--- src/logic/acr_regs_map.svh ---
`ifndef ACR_REGS_MAP_SVH
`define ACR_REGS_MAP_SVH

// ----------------------------------------------------------------
// register positions in the cpu register space
// ----------------------------------------------------------------
`define ACR_CTRL_IDX      3'h3
`define ACR_CTRL_ALT      1'b1
`define ACR_XCVR_IDX      3'h2
`define ACR_XCVR_ALT      1'b1
`define ACR_COND_IDX      3'h0
`define ACR_COND_ALT      1'b0

// ----------------------------------------------------------------
// auxiliary control bits
// ----------------------------------------------------------------
`define ACR_TIMER_RUN_BIT 7
`define ACR_TIMER_LD_BIT  6
`define ACR_TIMER_SEL_BIT 5
`define ACR_IRQ_DIR_BIT   4
`define ACR_RSV_BIT       3
`define ACR_CLK_FLT_BIT   2
`define ACR_LOCKOUT_BIT   1
`define ACR_GIE_BIT       0

// ----------------------------------------------------------------
// condition register bits
// ----------------------------------------------------------------
`define ACR_TIMEOUT_BIT   7
`define ACR_RREAD_BIT     6
`define ACR_RWRITE_BIT    5
`define ACR_BIDIR_IRQ_PIN_BIT      4

// ----------------------------------------------------------------
// reset values
// ----------------------------------------------------------------
`define ACR_CTRL_RESET    8'h00
`define ACR_XCVR_RESET    8'h00
`define ACR_COND_RESET    8'h00

// ----------------------------------------------------------------
// timing
// ----------------------------------------------------------------
`define ACR_CLK_PERIOD_NS 25
`define ACR_DIV_SLOW      4'hF
`define ACR_DIV_FAST      4'h1
`define ACR_HOLD_UNIT_NS  500
`define ACR_HOLD_UNIT_CYC (`ACR_HOLD_UNIT_NS / `ACR_CLK_PERIOD_NS)
`define ACR_TSTATES_FAST  3'h3
`define ACR_TSTATES_SLOW  3'h4

`endif

--- src/logic/acr_pkg.sv ---
package acr_pkg;
  typedef logic [7:0]  acr_byte_type;
  typedef logic [15:0] acr_count_type;
  typedef logic [4:0]  acr_irq_type;
endpackage

--- src/logic/acr_timer.sv ---
`timescale 1ns/10ps
`include "acr_regs_map.svh"

module acr_timer (
  input  wire logic                  clk,
  input  wire logic                  reset,
  input  wire logic                  run,
  input  wire logic                  load,
  input  wire logic                  clk_sel,
  input  wire acr_pkg::acr_count_type load_value,
  output acr_pkg::acr_count_type     count_r,
  output logic                       zero_pulse_r,
  output logic                       load_done_r
);
  import acr_pkg::*;

  logic [3:0]    div_r;
  logic [3:0]    div_nxt;
  logic [3:0]    div_limit;
  logic          tick;
  acr_count_type count_nxt;

  // ----------------------------------------------------------------
  // prescaler: /16 or /2 enable pulse
  // ----------------------------------------------------------------
  // selecting /2 while running only shortens the current period, no glitch
  assign div_limit = clk_sel ? `ACR_DIV_FAST : `ACR_DIV_SLOW;
  assign tick      = run && (div_r >= div_limit);
  assign div_nxt   = (!run || tick) ? 4'h0 : div_r + 4'h1;

  // load wins, else count down on tick, else hold
  assign count_nxt = load ? load_value : (tick ? count_r - 16'h0001 : count_r);

  always_ff @(posedge clk or posedge reset) begin
    if (reset) begin
      div_r        <= 4'h0;
      count_r      <= 16'h0000;
      zero_pulse_r <= 1'b0;
      load_done_r  <= 1'b0;
    end else begin
      div_r        <= div_nxt;
      count_r      <= count_nxt;
      zero_pulse_r <= tick && (count_r == 16'h0001);
      load_done_r  <= load;
    end
  end
endmodule

--- src/logic/acr_regs.sv ---
`timescale 1ns/10ps
`include "acr_regs_map.svh"

// ----------------------------------------------------------------
// Summary of operation
// - run bit high, timer counts down
// - run written zero halts and holds count
// - load bit pulses load, self-clears after
// - clock select: zero /16, one /2
// - direction bit: zero input, one output
// - float bit high floats clock output
// - lockout bit refuses remote grant requests; remote strobes still set the flags
// - global enable gates masked maskable interrupts
// - four-state read bit stretches data reads
// - reserved bit value is never relied on
// - remote read flag set, write-one clears
// - remote write flag set, write-one clears
// - pin status sampled each instruction start
// ----------------------------------------------------------------

module acr_regs (
  input  wire logic                  clk,
  input  wire logic                  reset,
  input  wire logic                  cpu_wr,
  input  wire logic                  cpu_alt_bank,
  input  wire logic [2:0]            cpu_reg_num,
  input  wire acr_pkg::acr_byte_type cpu_wr_data,
  output acr_pkg::acr_byte_type      cpu_rd_data_r,
  input  wire acr_pkg::acr_count_type timer_load_value,
  output acr_pkg::acr_count_type     timer_count_r,
  input  wire logic                  instr_start,
  input  wire logic                  bidir_irq_pin_in,
  input  wire logic                  bidir_irq_pin_drive,
  output logic                       bidir_irq_pin_out_r,
  output logic                       bidir_irq_pin_oe_r,
  output logic                       clkout_oe_r,
  input  wire logic                  remote_req,
  output logic                       remote_grant_r,
  input  wire logic                  remote_read_strobe_n,
  input  wire logic                  remote_write_strobe_n,
  input  wire logic                  remote_access_enable,
  input  wire logic                  remote_to_data,
  input  wire acr_pkg::acr_irq_type  irq_raw,
  input  wire acr_pkg::acr_irq_type  irq_mask_sel,
  output acr_pkg::acr_irq_type       irq_enabled_r,
  input  wire logic                  four_tstate_read,
  output logic [2:0]                 read_tstates_r,
  input  wire logic                  protocol_8bit,
  output acr_pkg::acr_byte_type      rx_station_addr_r,
  input  wire logic                  tx_busy,
  output logic                       transmit_active_pin_r
);
  import acr_pkg::*;

  acr_byte_type ctrl_r, ctrl_nxt, xcvr_r, cond_r, cond_nxt;
  logic [2:0]   bidir_irq_pin_s_r, rrd_s_r, rwr_s_r;
  logic         bidir_irq_pin_lvl_r, rrd_lvl_r, rwr_lvl_r, bidir_irq_pin_agree, rrd_agree, rwr_agree;
  logic [9:0]   hold_cnt_r, hold_cnt_nxt;
  logic         tx_busy_d_r;
  logic         zero_pulse, load_done;
  logic         wr_ctrl, wr_xcvr, wr_cond, sel_ctrl, sel_xcvr, sel_cond;
  logic         bidir_irq_pin_level, rrd_trail, rwr_trail, rr_set, rw_set;
  logic         stop_write;
  acr_byte_type rd_mux;

  // ----------------------------------------------------------------
  // register decode
  // ----------------------------------------------------------------
  assign sel_ctrl = (cpu_alt_bank == `ACR_CTRL_ALT) && (cpu_reg_num == `ACR_CTRL_IDX);
  assign sel_xcvr = (cpu_alt_bank == `ACR_XCVR_ALT) && (cpu_reg_num == `ACR_XCVR_IDX);
  assign sel_cond = (cpu_alt_bank == `ACR_COND_ALT) && (cpu_reg_num == `ACR_COND_IDX);
  assign wr_ctrl  = cpu_wr && sel_ctrl;
  assign wr_xcvr  = cpu_wr && sel_xcvr;
  assign wr_cond  = cpu_wr && sel_cond;
  // reserved bit reads zero, though software may not rely on it
  assign rd_mux   = sel_ctrl ? (ctrl_r & ~(8'h01 << `ACR_RSV_BIT)) :
                    sel_xcvr ? xcvr_r : sel_cond ? cond_r : 8'h00;

  // ----------------------------------------------------------------
  // auxiliary control: load bit self-clears when the timer takes it
  // ----------------------------------------------------------------
  assign stop_write = wr_ctrl && !cpu_wr_data[`ACR_TIMER_RUN_BIT];
  always_comb begin
    ctrl_nxt = wr_ctrl ? cpu_wr_data : ctrl_r;
    if (load_done && !wr_ctrl)
      ctrl_nxt[`ACR_TIMER_LD_BIT] = 1'b0;
    ctrl_nxt[`ACR_RSV_BIT] = 1'b0;
  end

  // ----------------------------------------------------------------
  // pin synchronisers, change counts when stages two and three agree
  // ----------------------------------------------------------------
  // late stages agreeing means the pin held still for two clocks
  function automatic logic stages_agree(logic [2:0] s);
    return s[2] == s[1];
  endfunction

  assign bidir_irq_pin_agree = stages_agree(bidir_irq_pin_s_r);
  assign rrd_agree  = stages_agree(rrd_s_r);
  assign rwr_agree  = stages_agree(rwr_s_r);

  // filtered levels move only on agreement, so a one-clock glitch is dropped
  always_ff @(posedge clk or posedge reset) begin
    if (reset) begin
      bidir_irq_pin_s_r   <= 3'h0;
      rrd_s_r    <= 3'h7;
      rwr_s_r    <= 3'h7;
      bidir_irq_pin_lvl_r <= 1'b0;
      rrd_lvl_r  <= 1'b1;
      rwr_lvl_r  <= 1'b1;
    end else begin
      bidir_irq_pin_s_r   <= {bidir_irq_pin_s_r[1:0], bidir_irq_pin_in};
      rrd_s_r    <= {rrd_s_r[1:0], remote_read_strobe_n};
      rwr_s_r    <= {rwr_s_r[1:0], remote_write_strobe_n};
      bidir_irq_pin_lvl_r <= bidir_irq_pin_agree ? bidir_irq_pin_s_r[2] : bidir_irq_pin_lvl_r;
      rrd_lvl_r  <= rrd_agree ? rrd_s_r[2] : rrd_lvl_r;
      rwr_lvl_r  <= rwr_agree ? rwr_s_r[2] : rwr_lvl_r;
    end
  end
  assign bidir_irq_pin_level = bidir_irq_pin_lvl_r;
  // trailing edge of an active-low strobe is its filtered rise
  assign rrd_trail  = rrd_agree && rrd_s_r[2] && !rrd_lvl_r;
  assign rwr_trail  = rwr_agree && rwr_s_r[2] && !rwr_lvl_r;
  assign rr_set     = rrd_trail && remote_access_enable && remote_to_data;
  assign rw_set     = rwr_trail && remote_to_data;

  // ----------------------------------------------------------------
  // condition flags: a set in the clearing cycle survives
  // ----------------------------------------------------------------
  always_comb begin
    cond_nxt = cond_r;
    if (wr_cond) begin
      cond_nxt[3:0] = cpu_wr_data[3:0];
      if (cpu_wr_data[`ACR_TIMEOUT_BIT])
        cond_nxt[`ACR_TIMEOUT_BIT] = 1'b0;
      if (cpu_wr_data[`ACR_RREAD_BIT])
        cond_nxt[`ACR_RREAD_BIT] = 1'b0;
      if (cpu_wr_data[`ACR_RWRITE_BIT])
        cond_nxt[`ACR_RWRITE_BIT] = 1'b0;
    end
    if (stop_write)
      cond_nxt[`ACR_TIMEOUT_BIT] = 1'b0;
    if (zero_pulse)
      cond_nxt[`ACR_TIMEOUT_BIT] = 1'b1;
    if (rr_set)
      cond_nxt[`ACR_RREAD_BIT] = 1'b1;
    if (rw_set)
      cond_nxt[`ACR_RWRITE_BIT] = 1'b1;
    if (instr_start)
      cond_nxt[`ACR_BIDIR_IRQ_PIN_BIT] = bidir_irq_pin_level;
  end

  // ----------------------------------------------------------------
  // transmit-active hold: code times 500 ns after the last fill bit
  // ----------------------------------------------------------------
  // only the coax modes carry a hold field; eight-bit modes never hold
  always_comb begin
    hold_cnt_nxt = hold_cnt_r;
    if (tx_busy)
      hold_cnt_nxt = 10'h000;
    else if (tx_busy_d_r && !protocol_8bit)
      hold_cnt_nxt = 10'(xcvr_r[7:3] * `ACR_HOLD_UNIT_CYC);
    else if (hold_cnt_r != 10'h000)
      hold_cnt_nxt = hold_cnt_r - 10'h001;
  end

  always_ff @(posedge clk or posedge reset) begin
    if (reset) begin
      ctrl_r <= `ACR_CTRL_RESET;
      xcvr_r <= `ACR_XCVR_RESET;
      cond_r <= `ACR_COND_RESET;
    end else begin
      ctrl_r <= ctrl_nxt;
      cond_r <= cond_nxt;
      if (wr_xcvr)
        xcvr_r <= cpu_wr_data;
    end
  end

  // ----------------------------------------------------------------
  // registered outputs
  // ----------------------------------------------------------------
  always_ff @(posedge clk or posedge reset) begin
    if (reset) begin
      cpu_rd_data_r         <= 8'h00;
      bidir_irq_pin_out_r            <= 1'b0;
      bidir_irq_pin_oe_r             <= 1'b0;
      clkout_oe_r           <= 1'b1;
      remote_grant_r        <= 1'b0;
      irq_enabled_r         <= 5'h00;
      read_tstates_r        <= `ACR_TSTATES_FAST;
      rx_station_addr_r     <= 8'h00;
      hold_cnt_r            <= 10'h000;
      tx_busy_d_r           <= 1'b0;
      transmit_active_pin_r <= 1'b0;
    end else begin
      cpu_rd_data_r     <= rd_mux;
      bidir_irq_pin_out_r        <= bidir_irq_pin_drive;
      bidir_irq_pin_oe_r         <= ctrl_r[`ACR_IRQ_DIR_BIT];
      clkout_oe_r       <= !ctrl_r[`ACR_CLK_FLT_BIT];
      remote_grant_r    <= remote_req && !ctrl_r[`ACR_LOCKOUT_BIT];
      irq_enabled_r     <= ctrl_r[`ACR_GIE_BIT] ? (irq_raw & irq_mask_sel) : 5'h00;
      read_tstates_r    <= four_tstate_read ? `ACR_TSTATES_SLOW : `ACR_TSTATES_FAST;
      rx_station_addr_r <= protocol_8bit ? xcvr_r : {5'h00, xcvr_r[2:0]};
      hold_cnt_r        <= hold_cnt_nxt;
      tx_busy_d_r       <= tx_busy;
      transmit_active_pin_r <= tx_busy || (hold_cnt_nxt != 10'h000);
    end
  end

  // ----------------------------------------------------------------
  // timer: run, load and clock select straight from the control byte
  // ----------------------------------------------------------------
  acr_timer u_timer (
    .clk          (clk),
    .reset        (reset),
    .run          (ctrl_r[`ACR_TIMER_RUN_BIT]),
    .load         (ctrl_r[`ACR_TIMER_LD_BIT]),
    .clk_sel      (ctrl_r[`ACR_TIMER_SEL_BIT]),
    .load_value   (timer_load_value),
    .count_r      (timer_count_r),
    .zero_pulse_r (zero_pulse),
    .load_done_r  (load_done)
  );
endmodule

--- config.mk ---
export PLATFORM = sky130hd
export DESIGN_NAME = acr_regs
export DESIGN_NICKNAME = d
export VERILOG_FILES = /design/src/logic/acr_pkg.sv /design/src/logic/acr_timer.sv /design/src/logic/acr_regs.sv
export VERILOG_INCLUDE_DIRS = /design/src /design/src/logic
export SDC_FILE = /design/constraint.sdc
export NUM_CORES = 1
export LEC_CHECK = 0
export BUFFER_PORTS_ARGS = -buffer_cell sky130_fd_sc_hd__buf_2
export CAP_MARGIN = 25
export CORE_MARGIN = 2
export CORE_UTILIZATION = 54
export DETAILED_ROUTE_END_ITERATION = 6
export PLACE_DENSITY_LB_ADDON = 0.1
export SLEW_MARGIN = 5
export SYNTH_ARGS = -nofsm -noshare
export SYNTH_HDL_FRONTEND = slang
export SYNTH_HIERARCHICAL = 1
export SYNTH_SLANG_ARGS = --single-unit
--- constraint.sdc ---
create_clock -name clk -period 3.1 [get_ports clk]
set_clock_uncertainty 0.05 [all_clocks]
set_input_delay 0.775 -clock clk [delete_from_list [all_inputs] [get_ports clk]]
set_output_delay 0.775 -clock clk [all_outputs]
set_load 0.02 [all_outputs]
Word-level counts from Yosys, hierarchy flattened
Index checks and enable logic that the tools add are counted.
W data, S select, Z words.
{ "totals": {"regBits": 97, "input_bits": 52, "out_inout_bits": 45, "elab_cells": 108} }
{ "op_classes": {"addsub": 3, "mul": 1, "magnitude_cmp": 1, "eq_ne": 6, "mux": 23, "bitwise": 2, "n_reduce_logical": 43} }
{ "op_table": {"columns": ["operator", "n"], "rows": [
  ["$mux W16", 2],
  ["$mux W8", 4],
  ["$mux W10", 3],
  ["$reduce_bool A10 Y1", 2],
  ["$logic_and A1 B1 Y1", 19],
  ["$eq A16 B1 Y1 const B", 1],
  ["$sub A16 B1 Y16 const B", 1],
  ["$reduce_bool A2 Y1", 6],
  ["$sub A10 B1 Y10 const B", 1],
  ["$logic_not A1 Y1", 8],
  ["$mul A5 B3 Y8 const B", 1],
  ["$mux W1", 8],
  ["$mux W4", 2],
  ["$mux W7", 1],
  ["$eq A3 B2 Y1 const B", 2],
  ["$mux W3", 2],
  ["$reduce_and A2 Y1", 3],
  ["$reduce_bool A3 Y1", 2],
  ["$and A5 B5 Y5", 1],
  ["$mux W5", 1],
  ["$add A4 B1 Y4 const B", 1],
  ["$ge A4 B4 Y1", 1],
  ["$eq A1 B1 Y1", 3],
  ["$logic_not A3 Y1", 1],
  ["2 further kinds", 3]
]} }

Logic depth before layout (Yosys ltp)
Gate-level depths: netlist (run 1).
{ "depth": {"word_depth": 7, "depth_mapped": 9, "ltp_nobuf": 8} }

By module
The synthesis (run 1) kept the hierarchy.
{ "by_module_without_submodules": {"columns": ["mod", "instances", "cells_per_inst", "area_per_inst_um2", "seq_area_each_um2"], "rows": [
  ["acr_regs", 1, 250, 3049.2, 1864.3],
  ["acr_timer", 1, 139, 1283.7, 550.5]
]} }

Worst setup path after synthesis (run 1)
Ideal clock, no wire load.
{ "synth_path": {"path_type": "register to register", "from": "reg hold_cnt_r[0]", "to": "reg transmit_active_pin_r", "setup_time_ns": 0.135, "t_arrival_ns": 2.509, "required_ns": 2.915, "setup_slack_ns": 0.406, "stages_incl_launch_ff": 10, "n_path_buf": 1, "synth_period_minus_slack_ns": 2.694, "path_cell_list": "dfrtp_1 > inv_1 > ha_1 > or4b_4 > or4_1 > buf_2 > or3_1 > a31o_1 > nor4b_2 > nand4b_1"} }
{ "synth_via": {"elab_chain_len": 6, "word_cells_on_any_way": 7, "cone_classes": "add/sub (1); mux (3); reduce/logical (3)"} }
{ "synth_lines": {"columns": ["item", "line", "rtl"], "rows": [
  ["start, declared", "acr_regs.sv:58", "logic [9:0] hold_cnt_r, hold_cnt_nxt;"],
  ["start signal, assigned", "acr_regs.sv:205", "hold_cnt_r <= hold_cnt_nxt;"],
  ["$sub A10 B1 Y10 or $reduce_bool A10 Y1 (tied branches)", "acr_regs.sv:164, acr_regs.sv:163", null],
  ["$mux W10 *", "acr_regs.sv:163", "else if (hold_cnt_r != 10'h000)"],
  ["$mux W10 *", "acr_regs.sv:161", "else if (tx_busy_d_r && !protocol_8bit)"],
  ["$mux W10 *", "acr_regs.sv:159", "if (tx_busy)"],
  ["$reduce_bool A10 Y1 *", "acr_regs.sv:207", "transmit_active_pin_r <= tx_busy || (hold_cnt_nxt != 10'h000);"],
  ["$logic_or A1 B1 Y1 *", "acr_regs.sv:207", null],
  ["end signal, assigned", "acr_regs.sv:207", null],
  ["end, declared", "acr_regs.sv:51", "output logic transmit_active_pin_r"]
]} }
Every way passes the cells marked *; elsewhere a longest branch is shown, timed or not.
A chain may end at the register's enable or synchronous reset.

Final worst setup path (run 1)
Ends and elaborated chain as after synthesis.

==> results.cfg, run 1 <==
[outcome]
status = complete, no violations

[grt]
overflow = 0
grt_usage_pct = 22.3
antenna_found_initial = 0
grt_max_degree = 75
grt_pass1_vias = 3181
grt_pass1_wl_microns = 15400

[flow_run]
cap_violations = 0

[logic_synthesis]
syn-num-nets = 457
syn_area_per_cell_sq_um = 11.1
synth_cell_types = 55
yosys_most_used_dff = dfrtp_1
ys_ff_latch = 96
synthTopCellsByArea = dfrtp_1 50%, dfstp_2 6.1%, mux2_2 5.7%
synth_most_common_cell = dfrtp_1
synth_area_sq_um = 4330
synth_top_area_cell = dfrtp_1
postSynth.asyncResetShare_pct = 100
synth_commonest_cells = 86 x dfrtp_1, 41 x nor2_1, 22 x mux2_2
ys_seq_area_share_pct = 55.7
synth-edff-count = 0
synth_top_cell_area_share_pct = 49.7
yosysWarnings = 6
synth_cells = 389

[critical_path]
crit_path_end_kind = register
path_class = reg2reg
critPathLaunchType = register
endpoint = transmit_active_pin_r$_DFF_PP0_
startpoint = hold_cnt_r[0]$_DFF_PP0_
r2r-start = hold_cnt_r[0]$_DFF_PP0_
crit_required_ns = 3.28
reg2regPathDepth = 8
regToRegSetupSlack_ns = 0.21
r2r_end = transmit_active_pin_r$_DFF_PP0_
worst_ep_arrival_time_ns = 3.07
worst-path-max-fanout = 6

[place]
port_buffers = 96
dp_hpwl_microns = 6380
dp_cells = 573
routabilityCongestion = 0.894

[cts]
cts_resized = 0
cts_buffers = 9
cts_setup_buffers = 0
clock_path_buffers = 2
cts_tree = done
cts_hold_buf = 0
insertion_delay_ns = 0.35
path_clk_slew_ns = 0.09
cts.sinks = 96
htreeDepth = 3
clockRootBuffer = clkbuf_8

[power]
pwr-share-comb_pct = 32.6
clockPowerShare_pct = 21.5
vdd_ir_drop_max_v = 0.000509
power_w = 0.00397
power.switching_w = 0.00149
seq_power_share_pct = 45.8
power.leakage_nw = 2.37
sw_frac_of_total_pct = 37.5
powerDensity_nw_per_um2 = 775
internal_power_w = 0.00248

[sta]
rsz0062_at_grt = no
drv_slew = 0
post-route-min-period_ns = 2.89
min_period_over_period_pct = 93.4
slew_headroom_pct = 37.1
fmax_ghz = 0.346
tns_ns = 0
worst-slew-pin-transition_ns = 0.943
finalHoldViolCount = 0
setup_viol = 0

[floorplanning]
die_h_microns = 93.6
core_sq_um = 7770
dieArea_sq_um = 8760
ioPinCount = 97
rows = 32
start_util_pct = 55.8
die_x_microns = 93.6

[route]
dr.first_iter.drc_count = 194
wire_per_inst_microns = 15.6
detail_route.drc_violations = 0
routed_via_density = 5.75
postRouteAntennaNets = 0
dr.pass1.iters = 4
vias = 3384
drt_wl_total_microns = 9220

[cells_and_area]
area_growth_pct = 18.1
diodes = 0
stdcell_count = 589
fill_cells = 634
drive_gt1_share_pct = 31.2
nets = 550

[min_path]
min_path_type = reg2reg
hold_depth = 0
==> kinds of logic after synthesis <==
kind of cell	after synthesis	share of synthesized area, %
and+or+nand+nor	137	17.7
xor gates and xnor gates	5	1.01
muxes	24	6.18
adders and majority gates	17	5.02
DFF	96	55.7
AOI/OAI and AO/OA	78	11.5
buffers and inverters	32	2.89
==> how the worst min path moves through the flow <==
stage | from | endpoint
final | rwr_s_r[0]$_DFF_PP1_ | rwr_s_r[1]$_DFF_PP1_
after global routing | rwr_s_r[0]$_DFF_PP1_ | rwr_s_r[1]$_DFF_PP1_
after CTS | rwr_s_r[0]$_DFF_PP1_ | rwr_s_r[1]$_DFF_PP1_
after detailed placement | bidir_irq_pin_s_r[0]$_DFF_PP0_ | bidir_irq_pin_s_r[1]$_DFF_PP0_
after global placement | bidir_irq_pin_s_r[0]$_DFF_PP0_ | bidir_irq_pin_s_r[1]$_DFF_PP0_
after floorplan | bidir_irq_pin_s_r[0]$_DFF_PP0_ | bidir_irq_pin_s_r[1]$_DFF_PP0_
==> layout make-up <==
cell class | instances | area [sq um] | share of cell area [%]
Clock inverter | 6 | 71.3 | 1.39
Sequential cell | 96 | 2410 | 47.2
Clock buffer | 10 | 138 | 2.69
Inverter | 16 | 60.1 | 1.17
Multi-Input combinational cell | 261 | 1800 | 35.2
Tap cell | 102 | 128 | 2.49
Timing Repair Buffer | 98 | 508 | 9.92
==> state kept, by name, summed over array words and instances, names as in the netlist, 4 cells and up <==
register / count
irq_enabled_r: 5
xcvr_r: 8
hold_cnt_r: 10
cpu_rd_data_r: 8
rx_station_addr_r: 8
u_timer/div_r: 4
cond_r: 8
ctrl_r: 7
u_timer/count_r: 16
==> critical path: stages (launching register included) <==
cell	delay [ns]
dfrtp_1	0.43
inv_1	0.07
ha_1	0.19
or4b_4	0.51
or4_1	0.56
or3_1	0.36
a31o_1	0.23
nor4b_2	0.23
nand4b_1	0.13
==> power groups by stage <==
| stage | Clock [W] | Sequential, W | Combinational (W) |
|---|---|---|---|
| floorplan | 0 | 0.00193 | 0.000770 |
| global placement | 0 | 0.00182 | 0.00125 |
| detailed placement | 0 | 0.00183 | 0.00128 |
| CTS | 0.000878 | 0.00181 | 0.00129 |
| global route | 0.000930 | 0.00187 | 0.00144 |
| finish | 0.000855 | 0.00182 | 0.00129 |
==> metal layers <==
layer  share of wire [%]  GRT usage (%)  vias to the layer above  wire length, microns
li1                    -              -                     1594                     -
met1                  44           31.6                     1639                  4060
met2                  48           35.1                      140                  4410
met3                 6.8           3.95                       11                   630
met4                 1.3           7.61                        0                   117
met5                   0              0                        -                     0
==> cells in the final DEF (no fill, tap or decap), types with 9 or more instances in the layout <==
cell,instances
inv_1,14
mux2_2,22
ha_1,15
clkbuf_8,10
nor2_1,41
o21ai_0,19
or4_1,13
dfrtp_1,86
dfstp_2,10
nand2_1,17
a31oi_1,16
or3_1,9
buf_2,96
nand2b_1,10
a21oi_1,14
==> per-stage QoR <==
step	setup slack [ns]	util (%)	hold WS, ns	instance area [sq um]
after floorplan	0.406	-	0.281	4330
after global placement	0.328	63.2	0.283	4910
after detailed placement	0.227	63.2	0.296	4910
after CTS	0.207	65.9	0.313	5120
after global routing	0.0304	65.9	0.319	5120
final	0.206	65.9	0.311	5120
Power figures use the tool's default switching activity.
==> inputs of run 2 (changes only) <==
--- a/config.mk
+++ b/config.mk
@@ -9,7 +9,7 @@
 export BUFFER_PORTS_ARGS = -buffer_cell sky130_fd_sc_hd__buf_2
 export CAP_MARGIN = 25
 export CORE_MARGIN = 2
-export CORE_UTILIZATION = 54
+export CORE_UTILIZATION = 58
 export DETAILED_ROUTE_END_ITERATION = 6
 export PLACE_DENSITY_LB_ADDON = 0.1
 export SLEW_MARGIN = 5
==> constraint.sdc (replaced) <==
create_clock -name clk -period 3.34 [get_ports clk]
set_clock_uncertainty 0.05 [all_clocks]
set_input_delay 0.835 -clock clk [delete_from_list [all_inputs] [get_ports clk]]
set_output_delay 0.835 -clock clk [all_outputs]
set_load 0.02 [all_outputs]
==> run 2 against run 1 <==
  * Maximum frequency about the same
  * Critical path depth unchanged
  * Non-clock buffer count unchanged
  * Total power decreased by 10%
  * Hold slack got worse by 0.0048 ns
  * Final cell count decreased by 0.51%
  * Sequential cell count unchanged
  * Critical endpoint unchanged
==> results.cfg, run 2 (synthesis gave the netlist of run 1 again) <==
[route]
wire_per_inst_microns = 15.4
postRouteAntennaNets = 0
detail_route.drc_violations = 0
dr.first_iter.drc_count = 113
routed_via_density = 5.68
vias = 3329
dr.pass1.iters = 6
drt_wl_total_microns = 9010

[sta]
post-route-min-period_ns = 2.90
slew_headroom_pct = 37.3
setup_ws_ns = 0.443
min_period_over_period_pct = 86.7
finalHoldViolCount = 0
setup_viol = 0
fmax_ghz = 0.345
tns_ns = 0
rsz0062_at_grt = no
worst-slew-pin-transition_ns = 0.941
drv_slew = 0

[critical_path]
reg2regPathDepth = 8
worst_ep_arrival_time_ns = 3.08
r2r-start = hold_cnt_r[0]$_DFF_PP0_
critPathLaunchType = register
crit_path_end_kind = register
startpoint = hold_cnt_r[0]$_DFF_PP0_
worst-path-max-fanout = 6
path_class = reg2reg
crit_required_ns = 3.52

[cells_and_area]
diodes = 0
drive_gt1_share_pct = 31.0
regMostFlops = u_timer/count_r
final_common_cell = buf_2
utilization_pct = 70.0
layout_common_cells = 96 x buf_2, 86 x dfrtp_1, 41 x nor2_1, 22 x mux2_2, 19 x o21ai_0
top_regs = u_timer/count_r x16, hold_cnt_r x10
final_cell_area_sq_um = 5080
nets = 550
largest_reg_flops = 16
area_growth_pct = 17.2

[power]
power_w = 0.00356
clockPowerShare_pct = 18.9
seq_power_share_pct = 47.4
internal_power_w = 0.00220
powerDensity_nw_per_um2 = 701
power.switching_w = 0.00136
pwr-share-comb_pct = 33.7
vdd_ir_drop_max_v = 0.000420
power.leakage_nw = 2.35
sw_frac_of_total_pct = 38.2

[grt]
grt_usage_pct = 23.1
grt_pass1_wl_microns = 15200
antenna_found_initial = 0
grt_pass1_vias = 3212
grt_max_degree = 67
overflow = 0

[min_path]
hold_start = bidir_irq_pin_s_r[0]$_DFF_PP0_
hold_depth = 0
min_path_type = reg2reg

[floorplanning]
start_util_pct = 59.7
die_x_microns = 90.4
dieArea_sq_um = 8180
die_h_microns = 90.4
core_sq_um = 7250
ioPinCount = 97
rows = 31

[cts]
clockRootBuffer = clkbuf_8
cts_resized = 0
clock_path_buffers = 2
cts_setup_buffers = 0
cts_hold_buf = 0
cts.sinks = 96
insertion_delay_ns = 0.35
path_clk_slew_ns = 0.09
cts_tree = done
cts_buffers = 9
htreeDepth = 3

[flow_run]
cap_violations = 0

[place]
routabilityCongestion = 0.930
dp_hpwl_microns = 6410
dpl_cell_area_sq_um = 4910
dpl_worst_slack_ns = 0.488
port_buffers = 96

[outcome]
status = complete, no violations
## run 2: final timing paths
check                                                  end  slack, ns
max                        transmit_active_pin_r$_DFF_PP0_       0.44
min                         bidir_irq_pin_s_r[1]$_DFF_PP0_       0.31
max reg2reg                transmit_active_pin_r$_DFF_PP0_       0.44
min reg2reg                 bidir_irq_pin_s_r[1]$_DFF_PP0_       0.31
max in group asynchronous    u_timer/load_done_r$_DFF_PP0_       2.07
min in group asynchronous      read_tstates_r[2]$_DFF_PP0_       0.34
## run 2: area by class of cell
cell class,count,area (sq um)
flip-flops and latches,96,2410
multi-input cells,261,1800
inverters,16,60.1
clock buffers,11,131
fillers,558,2170
repair buffers,98,508
clock inverters,5,41.3
well taps,99,124
## run 2: per-stage QoR
step,cells,hold WS (ns)
floorplan,389,0.281
global placement,570,0.283
detailed placement,570,0.288
CTS,586,0.309
global route,586,0.317
finish,586,0.306
## run 2: layer usage
metal	part of all wire (%)	up-vias	GRT usage (%)
met4	1.2	0	8.59
met1	44	1595	31.2
met3	5.5	12	3.84
li1	-	1593	-
met2	49	129	37.8
met5	0	-	0
## run 2: power groups by stage
stage | registers [W] | clock network [W] | logic, W
2_1_floorplan | 0.00179 | 0 | 0.000715
3_3_place_gp | 0.00169 | 0 | 0.00115
3_5_place_dp | 0.00170 | 0 | 0.00119
4_1_cts | 0.00168 | 0.000687 | 0.00120
5_1_grt | 0.00173 | 0.000734 | 0.00133
6_report | 0.00169 | 0.000672 | 0.00120
## run 2: worst max-delay path, cell delays in order (launching register included)
cell and delay, ns:
dfrtp_1 0.43, inv_1 0.08, ha_1 0.21, or4b_4 0.52, or4_1 0.55, or3_1 0.35, a31o_1 0.23, nor4b_2 0.24
nand4b_1 0.12
==> inputs of run 3 (changes only) <==
--- a/config.mk
+++ b/config.mk
@@ -8,8 +8,10 @@
 export LEC_CHECK = 0
 export BUFFER_PORTS_ARGS = -buffer_cell sky130_fd_sc_hd__buf_2
 export CAP_MARGIN = 25
+export CELL_PAD_IN_SITES_DETAIL_PLACEMENT = 0
+export CELL_PAD_IN_SITES_GLOBAL_PLACEMENT = 2
 export CORE_MARGIN = 2
-export CORE_UTILIZATION = 58
+export CORE_UTILIZATION = 37
 export DETAILED_ROUTE_END_ITERATION = 6
 export PLACE_DENSITY_LB_ADDON = 0.1
 export SLEW_MARGIN = 5
==> run 3 against run 2 <==
  * Sequential cell count did not move
  * Critical path depth did not move
  * Hold slack hardly changed
  * Sequential share of layout area is 2.0 points lower
  * First-iteration DRC count rose by 81%
  * Final cell count up 7.8%
  * Maximum frequency grew 1.9%
  * Die area increased by 54%
  * Critical path type unchanged
  * Critical endpoint unchanged
==> results.cfg, run 3 (synthesis gave the netlist of run 1 again) <==
[floorplanning]
dieArea_sq_um = 12600
core_sq_um = 11400
ioPinCount = 97
die_x_microns = 112
rows = 39
start_util_pct = 37.9
die_h_microns = 112

[critical_path]
worstPathCellList = inv_1, ha_1, or4b_4, or4_1, or3_1, a31o_1, nor4b_2, nand4b_1
path_buf_inv = 1
path_delay_family = simple AND/OR/NAND/NOR gates
cp_slowest_stage_delay_ns = 0.54
crit_required_ns = 3.51
path_class = reg2reg
crit_path_end_kind = register
worst-path-max-fanout = 6
critPathLaunchType = register
worst_ep_arrival_time_ns = 3.01
slowest_stage = or4_1

[power]
power_w = 0.00396
powerDensity_nw_per_um2 = 747
power.leakage_nw = 2.44
vdd_ir_drop_max_v = 0.000349

[cts]
cts_setup_buffers = 0
cts.sinks = 96
cts_buffers = 9
clock_path_buffers = 2
cts_resized = 0
htreeDepth = 3
clockRootBuffer = clkbuf_16
cts_tree = done
insertion_delay_ns = 0.35
cts_hold_buf = 0
path_clk_slew_ns = 0.07

[place]
routabilityCongestion = 0.792
port_buffers = 96
dpl_cell_area_sq_um = 4960
dp_hpwl_microns = 6810
dpl_worst_slack_ns = 0.501

[route]
dr.pass1.iters = 4
vias = 3340
drt_wl_total_microns = 9650
detail_route.drc_violations = 0
postRouteAntennaNets = 0
routed_via_density = 5.28
wire_per_inst_microns = 15.3
dr.first_iter.drc_count = 204

[sta]
drv_slew = 0
post-route-min-period_ns = 2.84
min_period_over_period_pct = 85.1
setup_viol = 0
fmax_ghz = 0.352
tns_ns = 0
worst-slew-pin-transition_ns = 0.876
setup_ws_ns = 0.499
slew_headroom_pct = 41.5
rsz0062_at_grt = no
finalHoldViolCount = 0

[cells_and_area]
final_cell_area_sq_um = 5300
regMostFlops = u_timer/count_r
area_growth_pct = 22.4
drive_gt1_share_pct = 31.5
layout_common_cells = 96 x buf_2, 86 x dfrtp_1, 41 x nor2_1, 22 x mux2_2, 19 x o21ai_0
nets = 552
top_regs = u_timer/count_r x16, hold_cnt_r x10
final_common_cell = buf_2
diodes = 0
fill_cells = 1120
largest_reg_flops = 16

[flow_run]
cap_violations = 0

[grt]
grt_pass1_vias = 3250
antenna_found_initial = 0
grt_max_degree = 75
grt_usage_pct = 16.2
overflow = 0
grt_pass1_wl_microns = 16400

[min_path]
min_path_type = reg2reg

[outcome]
status = complete, no violations
[run 3: worst paths after layout]
kind | from | end | slack, ns | cells past startpoint
setup / recovery | hold_cnt_r[0]$_DFF_PP0_ | transmit_active_pin_r$_DFF_PP0_ | 0.50 | 8
hold reg to reg | rwr_s_r[0]$_DFF_PP1_ | rwr_s_r[1]$_DFF_PP1_ | 0.31 | 0
min in group asynchronous | reset | bidir_irq_pin_out_r$_DFF_PP0_ | 0.51 | 3
hold / removal | rwr_s_r[0]$_DFF_PP1_ | rwr_s_r[1]$_DFF_PP1_ | 0.31 | 0
setup reg to reg | hold_cnt_r[0]$_DFF_PP0_ | transmit_active_pin_r$_DFF_PP0_ | 0.50 | 8
max in group asynchronous | reset | u_timer/div_r[2]$_DFF_PP0_ | 2.07 | 2
[run 3: area by class of cell]
class / instances / area (sq um) / area share, %
multi-input combinational: 261 / 1790 / 33.8
tap: 143 / 179 / 3.38
sequential: 96 / 2410 / 45.6
timing repair buffer: 100 / 541 / 10.2
inverter: 16 / 60.1 / 1.13
clock buffer: 10 / 239 / 4.51
clock inverter: 6 / 75.1 / 1.42
[run 3: worst register-to-register path, cell delays in order (launching register included)]
cell and delay, ns:
dfrtp_1 0.42, inv_1 0.08, ha_1 0.19, or4b_4 0.51, or4_1 0.54, or3_1 0.35, a31o_1 0.23, nor4b_2 0.24
nand4b_1 0.11
[run 3: power breakdown]
group          switching, W  leakage (nW)  internal, W  total [W]
registers          0.000272          1.17      0.00142    0.00170
clock network      0.000460         0.152     0.000613    0.00107
logic              0.000692          1.11     0.000503    0.00119
total               0.00142          2.44      0.00254    0.00396
[run 3: per-layer routing]
| layer | track usage, % | part of all wire (%) |
|---|---|---|
| met4 | 7.40 | 2.2 |
| met5 | 0 | 0 |
| met2 | 24.2 | 46 |
| met1 | 22.8 | 48 |
| met3 | 3.51 | 4.7 |
[run 3: through the flow]
stage	hold WS, ns	cells	util, %
2_1_floorplan	0.281	389	-
3_5_place_dp	0.286	615	43.5
5_1_grt	0.315	632	46.4
4_1_cts	0.307	631	46.2
6_report	0.307	632	46.4
3_3_place_gp	0.285	615	43.5
